===== src/rtl/fees_pkg.sv =====
// package: constants for the flash erase error status block
package fees_pkg;
    localparam logic [7:0] FEES_SEL_BOOT_ARRAY  = 8'hAA;
    localparam int         FEES_BIT_ERASE_ERR   = 5;
    localparam int         FEES_BIT_KEY_ERR     = 4;
    localparam logic       FEES_RST_ERASE_ERR   = 1'b0;
    localparam logic       FEES_RST_KEY_ERR     = 1'b0;
    localparam logic [7:0] FEES_KEY_ERASE_OK    = 8'h5A;
    localparam int         FEES_ERASE_CYCLES    = 16;
    localparam int         FEES_CNT_W           = 16;

    typedef enum logic [1:0] {
        FEES_IDLE,
        FEES_ERASE,
        FEES_DONE
    } fees_state_type;
endpackage


===== src/rtl/fees_timer.sv =====
// erase duration timer: counts down from load, pulses when done
module fees_timer
    import fees_pkg::*;
#(
    parameter int CNT_W = FEES_CNT_W
) (
    input  wire logic             clk_sys,
    input  wire logic             rst_n,
    input  wire logic             load,
    input  wire logic [CNT_W-1:0] load_value,
    output logic                  busy,
    output logic                  expired
);
    logic [CNT_W-1:0] count;
    logic [CNT_W-1:0] next_count;
    logic             next_busy;
    logic             next_expired;

    always_comb begin
        next_count   = count;
        next_busy    = busy;
        next_expired = 1'b0;
        if (load) begin
            next_count = load_value;
            next_busy  = 1'b1;
        end else if (busy) begin
            if (count <= CNT_W'(1)) begin
                next_busy    = 1'b0;
                next_expired = 1'b1;
                next_count   = '0;
            end else begin
                next_count = count - CNT_W'(1);
            end
        end
    end

    always_ff @(posedge clk_sys or negedge rst_n) begin
        if (!rst_n) begin
            count   <= '0;
            busy    <= 1'b0;
            expired <= 1'b0;
        end else begin
            count   <= next_count;
            busy    <= next_busy;
            expired <= next_expired;
        end
    end
endmodule


===== src/rtl/fees_top.sv =====
// top: erase sequencer error reporting (erase and key-check flags)
module fees_top
    import fees_pkg::*;
#(
    parameter int         ERASE_CYCLES = FEES_ERASE_CYCLES,
    parameter int         CNT_W        = FEES_CNT_W,
    parameter logic [7:0] KEY_OK       = FEES_KEY_ERASE_OK
) (
    input  wire logic       clk_sys,
    input  wire logic       rst_n,
    input  wire logic       erase_start,
    input  wire logic [7:0] memory_array_select_register,
    input  wire logic [7:0] flash_key_register,
    input  wire logic       erase_fail,
    input  wire logic       branch_return,
    input  wire logic       reg_changed,
    input  wire logic       flag_wr,
    input  wire logic       flag_wr_erase,
    input  wire logic       flag_wr_key,
    output logic            erase_error_flag,
    output logic            key_check_error_flag,
    output logic            erase_busy,
    output logic            erase_done,
    output logic            erase_array_en
);
    // sequencer state
    fees_state_type state;
    fees_state_type next_state;
    logic           next_erase_busy;
    logic           next_erase_array_en;
    logic           next_erase_done;

    // failure latch
    logic           fail_seen;
    logic           next_fail_seen;

    // status flags
    logic           next_erase_error_flag;
    logic           next_key_check_error_flag;

    // request decode
    logic           start_taken;
    logic           sel_boot;
    logic           key_bad;
    logic           start_reject;
    logic           start_accept;
    logic           fail_event;
    logic           sw_write;

    // erase timer
    logic           tmr_load;
    logic           tmr_expired;

    fees_timer #(
        .CNT_W      (CNT_W)
    ) u_timer (
        .clk_sys    (clk_sys),
        .rst_n      (rst_n),
        .load       (tmr_load),
        .load_value (CNT_W'(ERASE_CYCLES)),
        .busy       (),
        .expired    (tmr_expired)
    );

    // requests are decoded once so that every group sees the same verdict
    always_comb begin
        start_taken  = erase_start && (state == FEES_IDLE);
        sel_boot     = (memory_array_select_register == FEES_SEL_BOOT_ARRAY);
        key_bad      = (flash_key_register != KEY_OK);
        start_reject = start_taken && (sel_boot || key_bad);
        start_accept = start_taken && !sel_boot && !key_bad;
        // software writes only outside a sequence, so status stays coherent
        sw_write     = flag_wr && (state == FEES_IDLE);
        tmr_load     = start_accept;
        fail_event   = 1'b0;
        if (erase_fail) begin
            fail_event = 1'b1;
        end
        if (branch_return && reg_changed) begin
            fail_event = 1'b1;
        end
    end

    always_comb begin
        next_state          = state;
        next_erase_busy     = erase_busy;
        next_erase_array_en = erase_array_en;
        next_erase_done     = 1'b0;
        case (state)
            FEES_IDLE: begin
                if (start_accept) begin
                    next_state          = FEES_ERASE;
                    next_erase_busy     = 1'b1;
                    next_erase_array_en = 1'b1;
                end else if (start_reject) begin
                    // rejected request ends at once, the array is never driven
                    next_erase_array_en = 1'b0;
                    next_erase_done     = 1'b1;
                end
            end
            FEES_ERASE: begin
                if (tmr_expired) begin
                    next_state = FEES_DONE;
                end
            end
            FEES_DONE: begin
                next_state          = FEES_IDLE;
                next_erase_busy     = 1'b0;
                next_erase_array_en = 1'b0;
                next_erase_done     = 1'b1;
            end
            default: begin
                next_state          = FEES_IDLE;
                next_erase_busy     = 1'b0;
                next_erase_array_en = 1'b0;
            end
        endcase
    end

    always_ff @(posedge clk_sys or negedge rst_n) begin
        if (!rst_n) begin
            state          <= FEES_IDLE;
            erase_busy     <= 1'b0;
            erase_array_en <= 1'b0;
            erase_done     <= 1'b0;
        end else begin
            state          <= next_state;
            erase_busy     <= next_erase_busy;
            erase_array_en <= next_erase_array_en;
            erase_done     <= next_erase_done;
        end
    end

    // sticky for the whole sequence; cleared only when a new one starts
    always_comb begin
        next_fail_seen = fail_seen;
        if (start_accept) begin
            next_fail_seen = 1'b0;
        end else if ((state != FEES_IDLE) && fail_event) begin
            next_fail_seen = 1'b1;
        end
    end

    always_ff @(posedge clk_sys or negedge rst_n) begin
        if (!rst_n) begin
            fail_seen <= 1'b0;
        end else begin
            fail_seen <= next_fail_seen;
        end
    end

    // a new request wins over a software write in the same cycle
    always_comb begin
        next_erase_error_flag     = erase_error_flag;
        next_key_check_error_flag = key_check_error_flag;
        if (sw_write) begin
            next_erase_error_flag     = flag_wr_erase;
            next_key_check_error_flag = flag_wr_key;
        end
        if (start_taken) begin
            next_key_check_error_flag = key_bad;
        end
        if (start_reject && sel_boot) begin
            next_erase_error_flag = 1'b1;
        end else if (start_reject) begin
            next_erase_error_flag = 1'b1;
        end else if (start_accept) begin
            next_erase_error_flag = 1'b0;
        end else if (state == FEES_DONE) begin
            // a failure in the closing cycle still counts
            next_erase_error_flag = fail_seen || fail_event;
        end
    end

    always_ff @(posedge clk_sys or negedge rst_n) begin
        if (!rst_n) begin
            erase_error_flag     <= FEES_RST_ERASE_ERR;
            key_check_error_flag <= FEES_RST_KEY_ERR;
        end else begin
            erase_error_flag     <= next_erase_error_flag;
            key_check_error_flag <= next_key_check_error_flag;
        end
    end
endmodule


===== config.mk =====
export PLATFORM = sky130hd
export DESIGN_NAME = fees_top
export DESIGN_NICKNAME = d
export VERILOG_FILES = /design/src/rtl/fees_pkg.sv /design/src/rtl/fees_timer.sv /design/src/rtl/fees_top.sv
export SDC_FILE = /design/constraint.sdc
export NUM_CORES = 1
export LEC_CHECK = 0
export BUFFER_PORTS_ARGS = -buffer_cell sky130_fd_sc_hd__buf_4
export CORE_ASPECT_RATIO = 0.7
export CORE_MARGIN = 5
export CORE_UTILIZATION = 59
export DETAILED_ROUTE_END_ITERATION = 12
export GPL_TIMING_DRIVEN = 0
export PLACE_DENSITY = 0.9
export REMOVE_ABC_BUFFERS = 1
export SLEW_MARGIN = 20
export SYNTH_ARGS = -nofsm -noshare
export SYNTH_HDL_FRONTEND = slang
export SYNTH_HIERARCHICAL = 1
export SYNTH_SLANG_ARGS = --single-unit

===== constraint.sdc =====
create_clock -name clk_sys -period 3.84 [get_ports clk_sys]
set_input_delay 1.152 -clock clk_sys [delete_from_list [all_inputs] [get_ports clk_sys]]
set_output_delay 1.152 -clock clk_sys [all_outputs]
set_load 0.02 [all_outputs]

==> results of run 1 <==
## flip-flops by register name, summed over array words and instances (netlist names)
register,count
u_timer/expired,1
erase_error_flag,1
u_timer/count,16
state,2
fail_seen,1
erase_array_en,1
erase_done,1
key_check_error_flag,1
u_timer/busy,1
erase_busy,1
## logic make-up after synthesis
family / Yosys count / share of synthesized area
and+or+nand+nor: 69 / 0.281
AOI/OAI and AO/OA: 49 / 0.211
DFF: 26 / 0.410
buffers and inverters: 14 / 0.0426
xor gates and xnor gates: 4 / 0.0221
adders and majority gates: 2 / 0.0158
other: 2 / 0.00473
muxes: 2 / 0.0126
## routing by layer
metal / track usage / routed length (um) / vias up
met3: 0.0550 / 413 / 26
met4: 0.103 / 165 / 0
met2: 0.337 / 1740 / 100
met1: 0.284 / 1540 / 670
li1: - / - / 691
met5: 0 / 0 / -
## final cells by class
class | count | area (um^2) | area share
Tap cell | 34 | 42.5 | 0.0220
Inverter | 8 | 30.0 | 0.0156
Clock buffer | 4 | 55.1 | 0.0285
Multi-Input combinational cell | 142 | 923 | 0.478
Timing Repair Buffer | 30 | 229 | 0.119
Sequential cell | 26 | 651 | 0.337
## where the power goes
part	internal [mW]	total [mW]	switching [mW]
logic	0.0807	0.151	0.0700
registers	0.316	0.379	0.0629
clock network	0.0918	0.179	0.0876
## final timing paths
check | startpoint | endpoint | slack (ns)
setup / recovery | flash_key_register[2] | u_timer/count[4] | 1.28
hold / removal | u_timer/expired | state[0] | 0.46
setup reg to reg | u_timer/count[0] | u_timer/count[12] | 1.65
hold reg to reg | u_timer/expired | state[0] | 0.46
max in group asynchronous | rst_n | key_check_error_flag | 2.83
min in group asynchronous | rst_n | u_timer/count[2] | 0.77
## cells in the mapped netlist, drive strengths merged, types with 2 or more instances
master,number
a22o,4
clkbuf,4
inv,8
a211oi,2
a31oi,2
a2bb2oi,2
buf,2
and2,3
a21oi,10
nor4,7
ha,2
nor2,16
nand4bb,2
and2b,2
dfrtp,26
nor3,6
o21ai,14
nor3b,2
conb,2
nand3,4
a32o,2
or3,2
nand3b,3
mux2i,2
and4bb,3
nand2,10
nor2b,4
xor2,4
o211ai,2
## critical path, delay by kind of cell
kind / cells / cell delay [ns]
simple gates: 4 / 0.78
compound gates: 2 / 0.44
buf+inv: 2 / 0.35
==> flow_summary.json, run 1 <==
{
  "pre_cts_slack_ns": 1.01,
  "fin_hold_ws_ns": 0.457,
  "yosysSeqAreaShare": 0.410,
  "clk_latency_ns": 0.27,
  "diodes": 0,
  "dieHeight_um": 53.4,
  "io_pins": 30,
  "fmax_mhz": 391,
  "dr.pass1.iters": 5,
  "synth_top_flop_cell": "dfrtp_1",
  "place_inst": 240,
  "first_global_vias": 1373,
  "dp_hpwl_um": 2870,
  "fin_area_mm2": 0.00193,
  "vdd_ir_drop_max_uv": 267,
  "place_area_mm2": 0.00188,
  "drv_slew": 0,
  "ys_types": 51,
  "die-area_mm2": 0.00384,
  "worst-slew-pin-transition_ns": 0.676,
  "min_period_ns": 2.56,
  "hold_violations": 0,
  "ys_ff_latch": 26,
  "max_cap_violations": 0,
  "cts_tree": "done",
  "yosys.area.top_type": "dfrtp_1",
  "leakagePower_nw": 0.830,
  "cp_cell_sequence": "buf_4 -> and4bb_2 -> nand3_1 -> nor2_2 -> buf_6 -> nor2_1 -> a32o_1 -> a31o_1",
  "yosys_warnings": 6,
  "critical_path.slowest_cell": "and4bb_2",
  "viasPerCell": 6.09,
  "area_growth_pct": 21.7,
  "ctsHoldBuffers": 0,
  "required_ns": 4.01,
  "finalPower_mw": 0.709,
  "synthCells": 168,
  "grt_start_max_net_pins": 27,
  "start_util": 0.631,
  "final_cell_mix": "buf_4, dfrtp_1, conb_1",
  "cts_buffers": 3,
  "crit_path_end_kind": "register",
  "drtIter0Drc": 154,
  "syn_avg_cell_area_um2": 9.44,
  "final_core_util": 0.768,
  "std_cell_rows": 15,
  "syn_area_mm2": 0.00159,
  "drive_above_1_share": 0.229,
  "ant_nets": 0,
  "path_clk_slew_ns": 0.09,
  "worst_hold_path.num_cells": 1,
  "antenna_found_initial": 0,
  "setup_slack_ns": 1.28,
  "clockBufferDepth": 2,
  "grt_pass1_wl_um": 6270,
  "cts-resized-gates": 0,
  "timing.final.crit_share": 0.666,
  "gp_congestion": 0.885,
  "wire_per_inst_um": 15.8,
  "r2r_cells": 6,
  "cp-start-kind": "input pin",
  "hold_class": "register to register",
  "finalSetupTns_ns": 0,
  "nFillCells": 168,
  "finalNonFillerCells": 244,
  "skew_ns": 0.00427,
  "async_reset_ff_frac": 1.00,
  "layout.nets": 238,
  "grt_use_total": 0.217,
  "cts.sinks": 26,
  "postCtsSetupBuffers": 0,
  "post-synth-top-area-fraction": 0.410,
  "port_buffers": 29,
  "wl_um": 3860,
  "htreeDepth": 1,
  "outcome": "finished, final reports clean",
  "grt_overflow": 0,
  "final_common_cell": "buf_4",
  "grt_setup_unrepaired": "no",
  "coreArea_mm2": 0.00251,
  "via_count": 1487,
  "synth_edf_count": 0,
  "path_class": "input pin to register",
  "synth.area.top_cells": "dfrtp_1, nor2_1, a21oi_1, nor4_2, o21ai_0",
  "crit_path_max_incr_delay_ns": 0.33,
  "powerDensity_mw_per_mm2": 367,
  "fp.dieW_um": 72.0,
  "drcViolationCount": 0,
  "root_buffer": "clkbuf_8",
  "timing.critical_path.fanout_max": 24,
  "maxSlewHeadroom": 0.545,
  "setup_viol": 0,
  "arrival_ns": 2.73
}
(Power assumes the default switching activity.)
==> inputs of run 2 (changes only) <==
CORE_UTILIZATION = 55   (was 59)
PLACE_DENSITY = 0.85   (was 0.9)
clock period = 2.6 ns   (was 3.84 ns; I/O delays follow)
==> run 2 against run 1 <==
  * Largest power group unchanged
  * Clock power is 87% higher
  * Largest cell class unchanged
  * Global-route usage is 1.9 points lower
  * Total power is 55% higher
  * Sequential cell count stayed put
  * Clock-buffer cell count is 1 lower
==> flow_summary.json, run 2 (synthesis results as in run 1) <==
{
  "outcome": "finished, final reports clean",
  "area_growth_pct": 23.1,
  "via_count": 1422,
  "timing.critical_path.fanout_max": 12,
  "hold_violations": 0,
  "maxSlewHeadroom": 0.630,
  "multiInputGateArea_um2": 923,
  "worst-slew-pin-transition_ns": 0.551,
  "final_core_util": 0.702,
  "cp-start-kind": "input pin",
  "cts.sinks": 26,
  "crit_path_end_kind": "register",
  "finalNonFillerCells": 246,
  "antenna_found_initial": 0,
  "powerDensity_mw_per_mm2": 564,
  "grt_setup_unrepaired": "no",
  "htreeDepth": 1,
  "port_buffers": 29,
  "grt_use_met2": 0.322,
  "required_ns": 2.77,
  "die-area_mm2": 0.00408,
  "setup_viol": 0,
  "regMostFlops": "u_timer/count",
  "min_period_ns": 2.39,
  "gp_congestion": 0.891,
  "dieHeight_um": 54.9,
  "nFillCells": 197,
  "layout.nets": 238,
  "grt_use_total": 0.198,
  "dr.pass1.iters": 4,
  "grt_overflow": 0,
  "drv_slew": 0,
  "use_met3": 0.0325,
  "crit_path_max_incr_delay_ns": 0.44,
  "grt_pass1_wl_um": 6060,
  "viasPerCell": 5.78,
  "final_cell_mix": "buf_4, dfrtp_1, conb_1",
  "register_area_um2": 651,
  "max_cap_violations": 0,
  "cts-resized-gates": 0,
  "hold_class": "input pin to asynchronous set/reset pin",
  "vdd_ir_drop_max_uv": 444,
  "crit_buf_inv": 1,
  "place_inst": 242,
  "io_pins": 30,
  "grt_start_max_net_pins": 27,
  "start_util": 0.570,
  "busiest_layer": "met2",
  "drcViolationCount": 0,
  "postCtsSetupBuffers": 0,
  "dp_hpwl_um": 2920,
  "final_common_cell": "buf_4",
  "place_area_mm2": 0.00188,
  "root_buffer": "clkbuf_8",
  "clockBufferDepth": 2,
  "reg.largest.list": "u_timer/count (16), state (2)",
  "std_cell_rows": 16,
  "met1_usage": 0.278,
  "drive_above_1_share": 0.229,
  "largest_register_ffs": 16,
  "ant_nets": 0,
  "first_global_vias": 1294,
  "fmax_mhz": 418,
  "path_class": "input pin to register",
  "timing.final.crit_share": 0.920,
  "cts_buffers": 3,
  "critical_path.slowest_cell": "nor2_2",
  "coreArea_mm2": 0.00278,
  "skew_ns": 0.00721,
  "leakagePower_nw": 0.838,
  "wire_per_inst_um": 15.7,
  "crit_family": "simple AND/OR/NAND/NOR gates",
  "drtIter0Drc": 97,
  "cp_cell_sequence": "buf_4 -> and4bb_2 -> nand3_1 -> nor2_2 -> nor2_1 -> nor4_2 -> xor2_1 -> a22o_1",
  "ctsHoldBuffers": 0,
  "arrival_ns": 2.56,
  "cts_tree": "done",
  "fp.dieW_um": 74.2,
  "path_clk_slew_ns": 0.09,
  "clk_latency_ns": 0.27,
  "wl_um": 3870,
  "diodes": 0,
  "fin_area_mm2": 0.00195
}
[run 2: cell types whose count changed in the layout (fill, tap and decap cells not counted), sizes merged]
cell	change
bufinv	+1
clkbuf	-1
[run 2: through the flow]
| step | worst slack [ns] | power [mW] | setup TNS [ns] | hold WS, ns |
|---|---|---|---|---|
| after floorplan | -0.297 | 0.691 | -1.16 | 0.423 |
| after detailed placement | -0.00487 | 0.771 | -0.00487 | 0.445 |
| after global routing | 0.133 | 1.16 | 0 | 0.419 |
| final | 0.208 | 1.10 | 0 | 0.398 |
| after CTS | 0.251 | 1.11 | 0 | 0.408 |
| after global placement | -0.849 | 0.758 | -10.38 | 0.442 |
[run 2: area by class of cell]
cell class / count / share of cell area
clock buffers: 3 / 0.0211
repair buffers: 30 / 0.119
multi-input cells: 142 / 0.473
well taps: 36 / 0.0231
clock inverters: 1 / 0.0154
inverters: 8 / 0.0154
flip-flops and latches: 26 / 0.333
[run 2: worst paths after layout]
check | start | end | cells past startpoint | slack (ns)
min in group clk_sys | u_timer/expired | state[0] | 1 | 0.45
max reg2reg | state[1] | u_timer/count[13] | 7 | 0.34
max in group asynchronous | rst_n | key_check_error_flag | 1 | 1.94
min reg2reg | u_timer/expired | state[0] | 1 | 0.45
min | rst_n | u_timer/count[8] | 1 | 0.40
max | flash_key_register[7] | u_timer/count[13] | 8 | 0.21
[run 2: layer usage]
layer,vias to the layer above,wire [um]
li1,689,-
met1,684,1790
met2,47,1850
met3,2,203
met4,0,27
met5,-,0
[run 2: power by group]
group          internal (mW)  leakage, nW  switching [mW]
Combinational          0.119        0.503          0.0968
Sequential             0.467        0.300          0.0854
Clock                  0.206       0.0357           0.128
Total                  0.792        0.838           0.310
==> inputs of run 3 (changes only) <==
clock period = 2.3 ns   (was 2.6 ns; I/O delays follow)
==> run 3 against run 2 <==
  * Sequential power is 14% higher
  * Critical path type unchanged
  * Sequential share of layout area is 0.19 points lower
  * Combinational power is 14% higher
  * Highest routed layer unchanged
  * Largest cell class unchanged
  * Clock power is 13% higher
==> flow_summary.json, run 3 (synthesis results as in run 1) <==
{
  "outcome": "finished, final reports clean",
  "postCtsSetupBuffers": 0,
  "max_cap_violations": 0,
  "viasPerCell": 5.83,
  "largest_register_ffs": 16,
  "drv_slew": 0,
  "reg.largest.list": "u_timer/count (16), state (2)",
  "clk_latency_ns": 0.27,
  "leakagePower_nw": 0.843,
  "port_buffers": 29,
  "grt_pass1_wl_um": 6060,
  "regMostFlops": "u_timer/count",
  "fp.dieW_um": 74.2,
  "cp-start-kind": "input pin",
  "grt_overflow": 0,
  "layout.nets": 238,
  "fin_area_mm2": 0.00196,
  "clockBufferDepth": 2,
  "io_pins": 30,
  "final_common_cell": "buf_4",
  "ctsHoldBuffers": 0,
  "final_cell_mix": "buf_4, dfrtp_1, conb_1",
  "crit_path_max_incr_delay_ns": 0.33,
  "cp_cell_sequence": "buf_4 -> and4bb_2 -> nand3_1 -> nor2_4 -> nor2_1 -> nor4_1 -> xor2_1 -> a22o_1",
  "skew_ns": 0.00670,
  "drcViolationCount": 0,
  "cts.sinks": 26,
  "place_area_mm2": 0.00188,
  "path_clk_slew_ns": 0.09,
  "dr.pass1.iters": 4,
  "antenna_found_initial": 0,
  "worst-slew-pin-transition_ns": 0.568,
  "timing.final.crit_share": 0.924,
  "critical_path.slowest_cell": "and4bb_2",
  "timing.critical_path.fanout_max": 12,
  "cts_buffers": 3,
  "first_global_vias": 1294,
  "drtIter0Drc": 87,
  "drive_above_1_share": 0.229,
  "nFillCells": 195,
  "cts_tree": "done",
  "vdd_ir_drop_max_uv": 502,
  "setup_viol": 0,
  "pre_cts_slack_ns": -0.215,
  "hold_class": "input pin to asynchronous set/reset pin",
  "required_ns": 2.47,
  "dieHeight_um": 54.9,
  "area_growth_pct": 23.8,
  "wire_per_inst_um": 15.7,
  "root_buffer": "clkbuf_8",
  "wl_um": 3870,
  "grt_use_total": 0.198,
  "powerDensity_mw_per_mm2": 639,
  "diodes": 0,
  "fmax_mhz": 470,
  "ant_nets": 0,
  "start_util": 0.570,
  "grt_start_max_net_pins": 27,
  "htreeDepth": 1,
  "path_class": "input pin to register",
  "std_cell_rows": 16,
  "via_count": 1434,
  "dp_hpwl_um": 2920,
  "die-area_mm2": 0.00408,
  "hold_violations": 0,
  "coreArea_mm2": 0.00278,
  "gp_congestion": 0.891,
  "crit_path_end_kind": "register",
  "grt_setup_unrepaired": "no",
  "min_period_ns": 2.13,
  "maxSlewHeadroom": 0.618,
  "finalPower_mw": 1.26,
  "setup_slack_ns": 0.174,
  "arrival_ns": 2.30,
  "cts-resized-gates": 0
}
## run 3: cell types whose count changed in the layout (fill, tap and decap cells not counted)
cell / previous run / this run
nor3b_2: 1 / 0
nor3b_4: 1 / 2
nor2_2: 1 / 0
nor2_4: 0 / 1
## run 3: critical path: cells and delay by family
family          cells  cell delay, ns
xor+xnor            1            0.11
simple gates        5            1.19
buf+inv             1            0.10
compound gates      1            0.19
## run 3: power breakdown
| part | switching [mW] | internal (mW) |
|---|---|---|
| Combinational | 0.110 | 0.136 |
| Clock | 0.145 | 0.233 |
| Sequential | 0.104 | 0.528 |
## run 3: routing by layer
layer	vias to the layer above	wire [um]	track usage	part of all wire
met5	-	0	0	0
met4	0	27	0.0482	0.0070
met3	2	219	0.0325	0.057
met2	48	1810	0.322	0.47
met1	690	1820	0.278	0.47
li1	694	-	-	-
## run 3: layout make-up
type,instances,area (um^2),share of cell area
Clock inverter,1,30.0,0.0153
Multi-Input combinational cell,142,935,0.476
Tap cell,36,45.0,0.0229
Timing Repair Buffer,30,233,0.118
Clock buffer,3,41.3,0.0210
Inverter,8,30.0,0.0153
Sequential cell,26,651,0.331
## run 3: through the flow
stage	hold slack [ns]	utilization	std cells	TNS (ns)
floorplan	0.394	-	176	-3.74
global route	0.329	0.706	246	0
global placement	0.442	0.670	241	-14.16
finish	0.308	0.706	246	0
detailed placement	0.445	0.676	242	-0.933
CTS	0.318	0.702	246	0
## run 3: path summary, 6_finish.rpt
check | from | endpoint | slack (ns) | depth (start not counted)
max | flash_key_register[7] | u_timer/count[10] | 0.17 | 8
min | rst_n | u_timer/count[8] | 0.31 | 1
max reg2reg | state[1] | u_timer/count[10] | 0.21 | 7
min reg2reg | u_timer/expired | state[0] | 0.45 | 1
max in group asynchronous | rst_n | key_check_error_flag | 1.74 | 1
min in group clk_sys | u_timer/expired | state[0] | 0.45 | 1
